==> src/swdpf_params.svh <==
/*
  Timing constants for the supervisor watchdog block.
  Assumes the clock runs at 10 MHz and is included by bare name.
*/
`ifndef SWDPF_PARAMS_SVH
`define SWDPF_PARAMS_SVH

// ----------------------------------------------------------------
// Clock and times
// ----------------------------------------------------------------
`define SWDPF_CLK_HZ        10000000
`define SWDPF_TIMEOUT_MS    1600
`define SWDPF_TIMEOUT_MIN_MS 1000
`define SWDPF_RESET_MS      140
`define SWDPF_CYC_PER_MS    (`SWDPF_CLK_HZ / 1000)
`define SWDPF_TIMEOUT_CYC   (`SWDPF_TIMEOUT_MS * `SWDPF_CYC_PER_MS)
`define SWDPF_RESET_CYC     (`SWDPF_RESET_MS * `SWDPF_CYC_PER_MS)
`define SWDPF_CNT_W         32

`endif

==> src/swdpf_pkg.sv <==
/*
  Types for the supervisor watchdog block.
  Assumes nothing of its surroundings.
*/
`default_nettype none
package swdpf_pkg;
  typedef enum logic [0:0] {
    swdpf_timing,
    swdpf_resetting
  } swdpf_state_e;
endpackage
`default_nettype wire

==> src/swdpf_watchdog.sv <==
/*
  Watchdog supervisor with timeout flag, power-fail flag and memory
  chip-select gating. Assumes all inputs synchronous to clock, a
  kick-floating detector outside, and comparator results given as levels.
*/
`include "swdpf_params.svh"
`default_nettype none
module swdpf_watchdog #(
  parameter logic [`SWDPF_CNT_W-1:0] TIMEOUT_CYC = `SWDPF_CNT_W'(`SWDPF_TIMEOUT_CYC),
  parameter logic [`SWDPF_CNT_W-1:0] RESET_CYC   = `SWDPF_CNT_W'(`SWDPF_RESET_CYC)
) (
  // Clock and reset
  input  wire logic clock,
  input  wire logic rst,
  // Host side
  input  wire logic kick_in,
  input  wire logic kick_floating,
  input  wire logic mem_cs_in_n,
  // Supply monitors
  input  wire logic supply_valid,
  input  wire logic battery_backup,
  input  wire logic supply_sense_in,
  // Outputs
  output logic      reset_out,
  output logic      reset_out_n,
  output logic      timeout_flag_n,
  output logic      supply_fail_n,
  output logic      mem_cs_out_n
);

  // ----------------------------------------------------------------
  // Watchdog state
  // ----------------------------------------------------------------
  swdpf_pkg::swdpf_state_e          state;
  swdpf_pkg::swdpf_state_e          next_state;
  logic [`SWDPF_CNT_W-1:0]          count;
  logic [`SWDPF_CNT_W-1:0]          next_count;
  logic                             kick_prev;
  logic                             next_kick_prev;
  logic                             next_reset_out;
  logic                             next_timeout_flag_n;
  logic                             next_supply_fail_n;
  logic                             next_mem_cs_out_n;
  logic                             kick_edge;
  logic                             enabled;

  always_comb
  begin
    // Backup also means supply below threshold
    enabled   = supply_valid && !battery_backup && !kick_floating;
    kick_edge = enabled && (kick_in != kick_prev);
    next_kick_prev      = kick_in;
    next_state          = state;
    next_count          = count;
    next_reset_out      = reset_out;
    next_timeout_flag_n = timeout_flag_n;
    if (!enabled)
    begin
      // Drop any pending pulse; supply resets belong to other logic
      next_state          = swdpf_pkg::swdpf_timing;
      next_count          = '0;
      next_reset_out      = 1'b0;
      next_timeout_flag_n = 1'b1;
    end
    else
    begin
      unique case (state)
        swdpf_pkg::swdpf_timing:
        begin
          if (kick_edge)
          begin
            next_count          = '0;
            next_timeout_flag_n = 1'b1;
          end
          else if (count >= TIMEOUT_CYC - 1'b1)
          begin
            next_state          = swdpf_pkg::swdpf_resetting;
            next_count          = '0;
            next_reset_out      = 1'b1;
            next_timeout_flag_n = 1'b0;
          end
          else
          begin
            next_count = count + 1'b1;
          end
        end
        swdpf_pkg::swdpf_resetting:
        begin
          // Kick edges clear the flag but never shorten the pulse
          if (kick_edge)
          begin
            next_timeout_flag_n = 1'b1;
          end
          if (count >= RESET_CYC - 1'b1)
          begin
            next_state     = swdpf_pkg::swdpf_timing;
            next_count     = '0;
            next_reset_out = 1'b0;
          end
          else
          begin
            next_count = count + 1'b1;
          end
        end
      endcase
    end
    next_supply_fail_n = supply_sense_in;
    next_mem_cs_out_n  = battery_backup || !supply_valid || mem_cs_in_n;
  end

  always_ff @(posedge clock)
  begin
    if (rst)
    begin
      state          <= swdpf_pkg::swdpf_timing;
      count          <= '0;
      kick_prev      <= 1'b0;
      reset_out      <= 1'b0;
      reset_out_n    <= 1'b1;
      timeout_flag_n <= 1'b1;
      supply_fail_n  <= 1'b1;
      mem_cs_out_n   <= 1'b1;
    end
    else
    begin
      state          <= next_state;
      count          <= next_count;
      kick_prev      <= next_kick_prev;
      reset_out      <= next_reset_out;
      reset_out_n    <= !next_reset_out;
      timeout_flag_n <= next_timeout_flag_n;
      supply_fail_n  <= next_supply_fail_n;
      mem_cs_out_n   <= next_mem_cs_out_n;
    end
  end

endmodule // swdpf_watchdog
`default_nettype wire

==> config.mk <==
export PLATFORM = sky130hd
export DESIGN_NAME = swdpf_watchdog
export DESIGN_NICKNAME = d
export VERILOG_FILES = /design/src/swdpf_pkg.sv /design/src/swdpf_watchdog.sv
export VERILOG_INCLUDE_DIRS = /design/src /design/src/src
export SDC_FILE = /design/constraint.sdc
export NUM_CORES = 1
export LEC_CHECK = 0
export BUFFER_PORTS_ARGS = -buffer_cell sky130_fd_sc_hd__buf_2
export CORE_MARGIN = 2
export CORE_UTILIZATION = 40
export CTS_CLUSTER_SIZE = 14
export DETAILED_ROUTE_END_ITERATION = 10
export PLACE_DENSITY_LB_ADDON = 0.05
export SETUP_SLACK_MARGIN = 0.5
export SKIP_LAST_GASP = 1
export SYNTH_ARGS = -nofsm -noshare
export SYNTH_HDL_FRONTEND = slang
export SYNTH_SLANG_ARGS = --single-unit
==> constraint.sdc <==
create_clock -name clock -period 2.5 [get_ports clock]
set_input_delay 0.375 -clock clock [delete_from_list [all_inputs] [get_ports clock]]
set_output_delay 0.375 -clock clock [all_outputs]
set_load 0.05 [all_outputs]
# --- After elaboration in Yosys (flattened, before gate mapping) ---
# Cells that the tools add are included.
classes:
  shifts: 0
  order_cmp: 2
  n_mux: 17
  n_reduce_logical: 11
  n_addsub: 1
  n_eq_ne: 3
  div: 0
  multipliers: 0
  bitwise_logic: 2
ops:
  columns: ["cell", "count"]
  rows:
  - ["32-bit 2-to-1 mux", 3]
  - ["32-bit case mux with 2 select lines", 1]
  - ["32-bit by 1-bit adder with 32-bit output, second input constant", 1]
  - ["32-bit by 21-bit greater-or-equal comparator with 1-bit output, second input constant", 1]
  - ["32-bit by 24-bit greater-or-equal comparator with 1-bit output, second input constant", 1]
  - ["1-bit 2-to-1 mux", 10]
  - ["1-bit case mux with 2 select lines", 3]
  - ["1-bit logical NOT", 4]
  - ["1-bit logical AND", 3]
  - ["3-bit inequality test, second input constant", 1]
  - ["1-bit logical OR", 2]
  - ["2-bit by 1-bit inequality test with 1-bit output, second input constant", 1]
  - ["1-bit inverter", 2]
  - ["2-bit AND reduction", 1]
  - ["2-bit OR reduction", 1]
  - ["1-bit inequality test", 1]
totals:
  mem_bits_ro: 0
  ramBits: 0
  regBits: 39
  latch_bits: 0
  mem_count: 0

# --- Logic depth before layout (Yosys ltp) ---
# Gate-level depths: netlist of the first run.
depth:
  word_depth: 8
  mapped_depth: 7
  depth_no_buf: 6

# --- Worst setup path after synthesis of the first run ---
# Ideal clock, no wire load.
synth_timing:
  path_kind: "register to register"
  from: "register count[0]"
  to: "register count[20]"
  slack_ps: 639
  path_stages_with_launch: 7
  arrival_time_ps: 1745
  period_less_slack_ps: 1861
  path_cell_list: "dfxtp_1 -> ha_1 -> nand3_4 -> or4_4 -> nor4_4 -> xnor2_1 -> nor2_2"
synth_via:
  elab_chain_cells: 4
  word_cells_on_any_way: 7
  cone_classes: "add/sub (1); order compare (2); mux (4)"
synth_rtl:
  columns: ["item", "line_no", "text"]
  rows:
  - ["start: declaration", "swdpf_watchdog.sv:36", "logic [`SWDPF_CNT_W-1:0] count;"]
  - ["start signal: assignment", "swdpf_watchdog.sv:127", "count <= next_count;"]
  - ["32-bit by 1-bit adder with 32-bit output or 32-bit by 24-bit greater-or-equal comparator with 1-bit output (tied branches)", "swdpf_watchdog.sv:84, swdpf_watchdog.sv:102, swdpf_watchdog.sv:75", null]
  - ["32-bit 2-to-1 mux", "swdpf_watchdog.sv:75", "else if (count >= TIMEOUT_CYC - 1'b1)"]
  - ["32-bit 2-to-1 mux", "swdpf_watchdog.sv:70", "if (kick_edge)"]
  - ["32-bit case mux with 2 select lines *", "swdpf_watchdog.sv:67", "unique case (state)"]
# Every way passes the cells marked *; elsewhere a longest branch is shown, timed or not.
# A chain may end at the register's enable or synchronous reset.

# --- Worst setup path in the final report of the first run ---
layout_timing:
  from: "register count[18]"
  to: "register count[1]"
layout_via:
  elab_chain_cells: 4
  word_cells_on_any_way: 6
  cone_classes: "order compare (2); mux (4)"
layout_rtl:
  columns: ["item", "line_no"]
  rows:
  - ["32-bit by 24-bit greater-or-equal comparator with 1-bit output", "swdpf_watchdog.sv:75"]
  - ["32-bit 2-to-1 mux", "swdpf_watchdog.sv:75"]
  - ["32-bit 2-to-1 mux", "swdpf_watchdog.sv:70"]
  - ["32-bit case mux with 2 select lines *", "swdpf_watchdog.sv:67"]
# Marked as above.

==> results of run 1 <==
report_power, final:
group / internal [mW] / total [mW] / switching, mW
Combinational: 0.0120 / 0.0316 / 0.0196
Clock: 0.302 / 0.534 / 0.232
Sequential: 0.631 / 0.635 / 0.00404
layer usage:
layer | wire, um | vias up | track usage | part of all wire
met3 | 114 | 7 | 0.0433 | 0.037
met4 | 44 | 0 | 0.0513 | 0.014
li1 | - | 655 | - | -
met2 | 1440 | 20 | 0.217 | 0.47
met5 | 0 | - | 0 | 0
met1 | 1450 | 599 | 0.180 | 0.47
synth_stat cells:
cell type | count | area [um^2]
dfxtp_1 | 39 | 781
nor2_2 | 20 | 125
xnor2_1 | 17 | 149
nand2_1 | 15 | 56.3
nor2_1 | 10 | 37.5
nand3_1 | 8 | 40.0
nor3_1 | 8 | 40.0
and3_1 | 6 | 37.5
xor2_1 | 5 | 43.8
a21oi_1 | 4 | 20.0
inv_1 | 4 | 15.0
nand4_1 | 4 | 25.0
nor2b_1 | 3 | 18.8
nor4_4 | 3 | 63.8
a211oi_2 | 2 | 25.0
and2_1 | 2 | 12.5
and4_1 | 2 | 17.5
buf_6 | 2 | 22.5
nor4_1 | 2 | 12.5
o211ai_1 | 2 | 15.0
a2111oi_2 | 1 | 15.0
a211o_1 | 1 | 8.76
a211oi_1 | 1 | 7.51
a21boi_0 | 1 | 7.51
a31oi_4 | 1 | 21.3
conb_1 | 1 | 3.75
ha_1 | 1 | 12.5
nand2b_1 | 1 | 6.26
nand3_4 | 1 | 17.5
nor4b_4 | 1 | 23.8
o211a_1 | 1 | 10.0
o21a_1 | 1 | 7.51
o21ai_0 | 1 | 5.00
o31ai_4 | 1 | 21.3
or2_2 | 1 | 6.26
or3_1 | 1 | 6.26
or3b_4 | 1 | 11.3
or4_1 | 1 | 7.51
or4_4 | 1 | 11.3
timing repair:
| item | CTS | global route |
|---|---|---|
| pin swaps | 1 | 1 |
| gates resized for setup | 2 | 3 |
| setup endpoints to repair | 18 | 19 |
| gates cloned | 0 | 0 |
flip-flops by register name, indices dropped and copies added, names as in the netlist:
signal / count
count: 32
kick_prev: 1
mem_cs_out_n: 1
reset_out: 1
reset_out_n: 1
state: 1
supply_fail_n: 1
timeout_flag_n: 1
worst max-delay path by stage:
stage | start | end | slack (ns) | cells after the start
floorplan | count[0]$_SDFF_PP0_ | count[20]$_SDFF_PP0_ | 0.64 | 6
global placement | count[0]$_SDFF_PP0_ | count[5]$_SDFF_PP0_ | 0.53 | 7
detailed placement | count[0]$_SDFF_PP0_ | count[1]$_SDFF_PP0_ | 0.46 | 7
CTS | count[0]$_SDFF_PP0_ | count[20]$_SDFF_PP0_ | 0.51 | 6
global route | count[30]$_SDFF_PP0_ | count[10]$_SDFF_PP0_ | 0.54 | 6
finish | count[18]$_SDFF_PP0_ | count[1]$_SDFF_PP0_ | 0.65 | 6
final cells by class:
type | instances | share of cell area
timing repair buffer | 14 | 0.0385
sequential | 39 | 0.382
clock buffer | 5 | 0.0336
clock inverter | 3 | 0.0232
tap | 52 | 0.0318
inverter | 4 | 0.00733
multi-input combinational | 139 | 0.483
through the flow:
stage	utilization	setup slack, ns
after detailed placement	0.445	0.456
after global routing	0.477	0.541
after global placement	0.445	0.526
after CTS	0.474	0.510
after floorplan	-	0.639
final	0.477	0.652
logic make-up (layout without fill, tap and decap cells):
group,after synthesis,count (layout),share of synthesized area
adders and majority gates,1,1,0.00708
xor gates and xnor gates,22,22,0.109
and+or+nand+nor,91,91,0.326
buffers and inverters,6,26,0.0212
DFF,39,39,0.442
AOI/OAI and AO/OA,17,17,0.0927
other,1,8,0.00212
==> impl_metrics.toml, run 1 <==
[sta]
final_max_slew_viol_count = 0
fin_skew_ns = 0.00548
grt_setup_unrepaired = "false"
fin_crit_sh = 0.739
hold_slack_ns = 0.265
timing.fmax_mhz = 541
finalHoldViolCount = 0
setup_viol_count_final = 0
finalCriticalPeriod_ns = 1.85
tns_ns = 0

[power]
irDropWorstVdd_mv = 0.348
total_power_mw = 1.20
p_leak_nw = 0.659
p_per_area_nw_per_um2 = 587

[finish]
fin_nets = 212
syn_to_final_growth_pct = 15.8
regArea_um2 = 782
final_common_cell = "dfxtp_1"
antenna_cells = 0
layout.cells.non_filler = 256
n_fill_cell = 411
final_cell_area_um2 = 2050
multiInputGateArea_um2 = 990
drive_above_1_share = 0.289
most-common-layout-cells = "38 x dfxtp_1, 20 x nor2_2, 17 x xnor2_1"

[critical_path]
max_stage_delay_ns = 0.43
path_class = "flop to flop"
r2r_slack_ns = 0.65
r2r-start = "count[18]$_SDFF_PP0_"
crit_arrival_ns = 2.03
cp_max_fo = 16
end_kind = "flop"
r2r_end = "count[1]$_SDFF_PP0_"
worstSetupStartpointType = "flop"
critPathSlowestCell = "or3b_4"
crit_buf_inv = 1
worst-r2r-cell-count = 6
critPathTopFamily = "simple AND/OR/NAND/NOR gates"
worstPathCellList = "or3b_4 > nor4_4 > o31ai_4 > a31oi_4 > buf_6 > nor2b_1"
worst_ep_required_time_ns = 2.68

[die]
start_util = 0.412
fp-row-count = 24
core_um2 = 4290
fp.dieH_um = 70.5
num_io_pins = 13
die_width_um = 70.5
dieArea_um2 = 4970

[clock_tree]
cts_setup_buffers = 0
cts_buffer_depth = 2
htreeDepth = 2
cts_buffers = 5
clkLatencyLatePin_ns = 0.29
cts.clk_slew.worst_paths_ns = 0.08
cts_hold_buf = 0
clock_sinks = 39
clockRootBuffer = "clkbuf_8"
cts_tree = "yes"

[global_routing]
grt_max_degree = 17
grt_pass1_wl_um = 5550
grt-ovfl-total = 0
grt_pass1_vias = 1228
track_usage = 0.139
antenna_found_initial = 0

[detailed_routing]
drc_errors = 0
antenna_left = 0
vias = 1281
routed_wirelength_um = 3050
wl_per_cell_um = 11.9
drtIter0Drc = 51
dr.pass1.iters = 4
vias_per_cell = 5.00

[place]
place_hpwl_um = 2320
dp_cells = 248
io_buffers = 12
place.gp.congestion = 0.801
dpl-instance-area_um2 = 1910

[flow_run]
maxCapViolations = 0

[min_path]
hold_class = "input pin to flop"
min_path_cells = 2
holdPathEnd = "supply_fail_n$_SDFF_PP1_"
min-delay-start = "supply_sense_in"

[synthesis]
ys_types = 39
postSynthAreaPerCell_um2 = 9.99
yosysWarnings = 0
syn_inst = 177
yosysSeqAreaShare = 0.442
syn-cell-area_um2 = 1770
ys_ff_latch = 39

[run_status]
status = "finished, final reports clean"
No activity file was read; power rests on OpenSTA's default activity.
==> run 2: changes to the inputs <==
- clock period: 2.5 -> 1.8 ns (I/O delays scaled with it)
==> run 2 against run 1 <==
  * Final cell count up 7.4%
  * Clock power increased by 60%
  * Critical path type unchanged
  * Global-route usage increased by 1.9 points
  * Highest routed layer unchanged
  * Setup slack worse by 0.59 ns
  * Maximum frequency rose by 6.4%
  * Largest cell class unchanged
==> impl_metrics.toml, run 2 (same netlist as run 1, synthesis figures left out) <==
[run_status]
status = "finished, final reports clean"

[power]
irDropWorstVdd_mv = 0.585
seq_power_share = 0.494
p_comb_frac = 0.026
cell_internal_pwr_mw = 1.44
clkPwrFrac = 0.480
p_leak_nw = 0.797
p_per_area_nw_per_um2 = 769
p_sw_mw = 0.335
switching_share = 0.188

[die]
core_um2 = 4290
start_util = 0.412
fp.dieH_um = 70.5
num_io_pins = 13
dieArea_um2 = 4970
die_width_um = 70.5
fp-row-count = 24

[flow_run]
maxCapViolations = 0

[critical_path]
crit_arrival_ns = 1.96
end_kind = "flop"
max_stage_delay_ns = 0.54
critPathSlowestCell = "or4_4"
path_class = "flop to flop"
worstSetupStartpointType = "flop"
worst_ep_required_time_ns = 2.02
cp_max_fo = 11
worstPathCellList = "or4_4 > o31ai_4 > a31oi_4 > buf_12 > a21oi_1"

[place]
place.gp.congestion = 0.886
place_hpwl_um = 2610
io_buffers = 12
dpl-instance-area_um2 = 2060
preCtsSetupSlack_ns = 0.0356

[clock_tree]
clockRootBuffer = "clkbuf_8"
cts.clk_slew.worst_paths_ns = 0.07
cts_buffer_depth = 2
cts_buffers = 5
clkLatencyLatePin_ns = 0.29
htreeDepth = 2
clock_sinks = 39
cts_tree = "yes"
cts_hold_buf = 0

[detailed_routing]
vias_per_cell = 4.95
antenna_left = 0
routed_wirelength_um = 3540
vias = 1360
dr.pass1.iters = 6
drtIter0Drc = 33
drc_errors = 0
wl_per_cell_um = 12.9

[sta]
finalCriticalPeriod_ns = 1.74
fin_crit_sh = 0.965
grt_setup_unrepaired = "true"
setup_viol_count_final = 0
setup_ws_ns = 0.0631
hold_slack_ns = 0.167
fin_skew_ns = 0.00598
finalHoldViolCount = 0
final_max_slew_viol_count = 0
timing.fmax_mhz = 576

[global_routing]
grt_pass1_wl_um = 6080
track_usage = 0.158
grt-ovfl-total = 0
antenna_found_initial = 0
grt_pass1_vias = 1376
grt_max_degree = 14

[finish]
largest_reg_flops = 32
fin_nets = 231
drive_above_1_share = 0.426
final_cell_area_um2 = 2310
syn_to_final_growth_pct = 30.9
regMostFlops = "count"
antenna_cells = 0
final_common_cell = "dfxtp_1"
final_util = 0.539
most-common-layout-cells = "26 x dfxtp_1, 20 x nor2_2, 19 x buf_4"

[min_path]
hold_class = "input pin to flop"
==> run 2: cell types whose count changed in the layout (fill, tap and decap cells not counted), moves of 2 or more <==
cell	change
dfxtp_4	+2
buf_4	+18
nand3_2	+2
buf_12	+2
dfxtp_2	+10
nand3_1	-2
dfxtp_1	-12
==> run 2: worst paths after layout <==
kind | start | to | slack (ns) | depth (start not counted)
setup reg to reg | count[15]$_SDFF_PP0_ | count[10]$_SDFF_PP0_ | 0.06 | 5
hold reg to reg | timeout_flag_n$_SDFFE_PP1P_ | timeout_flag_n$_SDFFE_PP1P_ | 0.46 | 2
hold / removal | supply_sense_in | supply_fail_n$_SDFF_PP1_ | 0.17 | 2
setup / recovery | count[15]$_SDFF_PP0_ | count[10]$_SDFF_PP0_ | 0.06 | 5
==> run 2: what timing repair did <==
item	in CTS	in global routing
pin swaps	5	1
gates cloned	0	0
gates resized for setup	8	11
buffers inserted	3	3
endpoints found under the setup margin	28	28
==> run 2: power groups by stage <==
stage               registers [mW]  logic [mW]  clock network [mW]
global placement             0.901      0.0449                   0
finish                       0.879      0.0460               0.855
detailed placement           0.902      0.0458                   0
floorplan                    0.914      0.0152                   0
global route                 0.880      0.0514               0.925
CTS                          0.880      0.0460               0.884
==> run 2: routing by layer <==
| metal | track usage | vias up | wire, um |
|---|---|---|---|
| met2 | 0.262 | 30 | 1790 |
| li1 | - | 693 | - |
| met4 | 0.0791 | 0 | 63 |
| met5 | 0 | - | 0 |
| met3 | 0.0505 | 6 | 158 |
| met1 | 0.181 | 631 | 1530 |
==> run 2: through the flow <==
| stage | power [mW] | setup TNS, ns | cells |
|---|---|---|---|
| after global routing | 1.86 | -0.0210 | 275 |
| final | 1.78 | 0 | 275 |
| after global placement | 0.946 | 0 | 261 |
| after floorplan | 0.929 | 0 | 184 |
| after detailed placement | 0.948 | 0 | 261 |
| after CTS | 1.81 | 0 | 272 |
==> run 2: final cells by class <==
| cell class | instances | area, um^2 |
|---|---|---|
| fill | 393 | 1980 |
| multi-input combinational | 139 | 1050 |
| sequential | 39 | 802 |
| timing repair buffer | 33 | 243 |
| clock buffer | 5 | 68.8 |
| clock inverter | 3 | 67.6 |
| tap | 52 | 65.1 |
| inverter | 4 | 15.0 |
==> run 2: worst max-delay path, delay by kind of cell, from the launching register on <==
kind	cells	cell delay (ns)
flops	1	0.35
simple gates	1	0.54
buf+inv	1	0.18
compound gates	3	0.59
==> run 3: changes to the inputs <==
- ABC_AREA: default -> 1
- clock period: 1.8 -> 1.96 ns (I/O delays scaled with it)
==> run 3 against run 2 <==
  * First-iteration DRC count increased by 150%
  * Design area rose by 4.1%
  * Global-route usage increased by 1.1 points
  * Combinational power up 6.7%
  * Hold slack better by 0.013 ns
  * Sequential share of layout area fell by 1.1 points
  * Critical path depth increased by 4
  * Synthesized cell count up 44%
  * Largest power group unchanged
  * Register-to-register slack gained 0.37 ns
==> impl_metrics.toml, run 3 <==
[finish]
syn_to_final_growth_pct = 23.6
regMostFlops = "count"
final_cell_area_um2 = 2410
fin_nets = 299
final_util = 0.510
drive_above_1_share = 0.347
most-common-layout-cells = "46 x nand2_1, 28 x inv_1, 27 x nor2_1"
largest_reg_flops = 32
antenna_cells = 0
final_common_cell = "nand2_1"

[detailed_routing]
vias_per_cell = 4.47
antenna_left = 0
route.met3.wl_um = 137
drc_errors = 0
route.met2.wl_um = 1840
top_layer_used = "met4"
wl_per_cell_um = 11.8
vias = 1599
drtIter0Drc = 82
dr.pass1.iters = 4
wl_met1_um = 2140
routed_wirelength_um = 4210

[die]
fp.dieH_um = 73.8
dieArea_um2 = 5450
die_width_um = 73.8
num_io_pins = 13
start_util = 0.413
fp-row-count = 25
core_um2 = 4720

[critical_path]
critPathLaunch = "count[1]$_SDFF_PP0_"
crit_arrival_ns = 1.71
r2r_slack_ns = 0.43
worst-r2r-cell-count = 9
cp_max_fo = 3
path_class = "flop to flop"
end_kind = "flop"
r2r_end = "count[18]$_SDFF_PP0_"
worst_ep_required_time_ns = 2.15
worstSetupStartpointType = "flop"
r2r-start = "count[1]$_SDFF_PP0_"

[clock_tree]
cts_buffer_depth = 2
clkLatencyLatePin_ns = 0.29
cts_tree = "yes"
cts_hold_buf = 0
clock_sinks = 39
htreeDepth = 2
cts_buffers = 5
clockRootBuffer = "clkbuf_8"
cts.clk_slew.worst_paths_ns = 0.07

[place]
place.gp.congestion = 0.786
dpl-instance-area_um2 = 2090
io_buffers = 12
place_hpwl_um = 2770

[synthesis]
ys.flop_type = "dfxtp_1"
postSynthAreaPerCell_um2 = 7.67
synth_top_area_frac = 0.401
yosys.area.top_type = "dfxtp_1"
yosysSeqAreaShare = 0.401
async_reset_ff_frac = 0
synth_commonest_cells = "56 x nand2_1, 39 x dfxtp_1, 31 x nor2_1"
syn-cell-area_um2 = 1950
synth_area_leaders = "dfxtp_1 40%, nand2_1 11%, xor2_1 8.1%, nor2_2 6.1%, nor2_1 6.0%"
ys_ff_latch = 39
synth-edff-count = 0
yosysWarnings = 0
ys_types = 26
syn_inst = 254
yosysMostFrequentCell = "nand2_1"

[global_routing]
grt_max_degree = 12
antenna_found_initial = 0
track_usage = 0.168
grt_pass1_wl_um = 6890
grt_pass1_vias = 1476
grt-ovfl-total = 0

[sta]
fin_skew_ns = 0.00589
timing.fmax_mhz = 654
final_max_slew_viol_count = 0
finalCriticalPeriod_ns = 1.53
grt_setup_unrepaired = "true"
fin_crit_sh = 0.780
setup_viol_count_final = 0
tns_ns = 0
finalHoldViolCount = 0

[power]
p_leak_nw = 0.877
cell_internal_pwr_mw = 1.07
p_sw_mw = 0.312
switching_share = 0.226
irDropWorstVdd_mv = 0.388
p_comb_frac = 0.036
p_per_area_nw_per_um2 = 573
seq_power_share = 0.584
clkPwrFrac = 0.381

[flow_run]
maxCapViolations = 0

[run_status]
status = "finished, final reports clean"

[min_path]
hold_class = "input pin to flop"
min_path_cells = 2
min-delay-start = "supply_sense_in"
holdPathEnd = "supply_fail_n$_SDFF_PP1_"
==> run 3: cell types whose count changed after synthesis, sizes merged, moves of 4 or more <==
cell,change
nand2,+44
inv,+25
nor2,+24
xor2,+13
xnor2,-12
nand3,+7
and3,-5
nor4,-5
nor3,+4
==> run 3: cell type report <==
cell class                      instances  area, um^2
Clock inverter                          1        5.00
Multi-Input combinational cell        190        1180
Timing Repair Buffer                   23         143
Fill cell                             484        2310
Tap cell                               67        83.8
Inverter                               31         116
Clock buffer                            7        76.3
Sequential cell                        39         808
==> run 3: worst max path at each step <==
| stage | end | cells past startpoint |
|---|---|---|
| floorplan | count[14]$_SDFF_PP0_ | 11 |
| global placement | count[5]$_SDFF_PP0_ | 10 |
| detailed placement | count[6]$_SDFF_PP0_ | 10 |
| CTS | count[14]$_SDFF_PP0_ | 12 |
| global route | count[2]$_SDFF_PP0_ | 12 |
| finish | count[18]$_SDFF_PP0_ | 9 |
==> run 3: power by group through the flow <==
stage | Combinational [mW] | Sequential (mW) | Clock, mW
global placement | 0.0426 | 0.828 | 0
finish | 0.0491 | 0.805 | 0.525
detailed placement | 0.0426 | 0.828 | 0
floorplan | 0.0170 | 0.839 | 0
CTS | 0.0489 | 0.809 | 0.546
global route | 0.0552 | 0.806 | 0.571
==> run 3: per-layer routing <==
layer | global-route usage | vias up
li1 | - | 850
met1 | 0.231 | 718
met2 | 0.251 | 22
met3 | 0.0398 | 9
met4 | 0.0727 | 0
met5 | 0 | -
==> run 3: worst max-delay path, stage by stage (launching register included) <==
cell	delay (ns)
dfxtp_2	0.35
ha_4	0.17
nand3_4	0.10
nor2_4	0.13
buf_4	0.12
inv_1	0.05
nor2_4	0.11
nand2_1	0.11
xor2_2	0.23
nor2_4	0.05
==> run 3: repair_timing <==
item                       4_1_cts  5_1_grt
pin swaps                       15       12
resized for setup               20       27
gates cloned                     3        0
buffers inserted                 6        3
setup endpoints to repair       28       28
==> run 3: cell families (layout without fill, tap and decap cells) <==
logic type,count (synthesis),count (layout),share of synthesized area
and+or+nand+nor,152,155,0.387
DFF,39,39,0.401
buffers and inverters,35,62,0.0918
xor gates and xnor gates,23,23,0.103
AOI/OAI and AO/OA,3,3,0.00899
adders and majority gates,1,1,0.00642
other,1,8,0.00192
==> run 3: metrics by stage <==
stage               power, mW  hold slack (ns)  setup WS (ns)  cells
finish                   1.38            0.180          0.431    358
global route             1.43            0.172          0.359    358
CTS                      1.40            0.170          0.410    355
detailed placement      0.871            0.435          0.165    338
global placement        0.871            0.429          0.179    338
floorplan               0.856            0.365          0.517    261
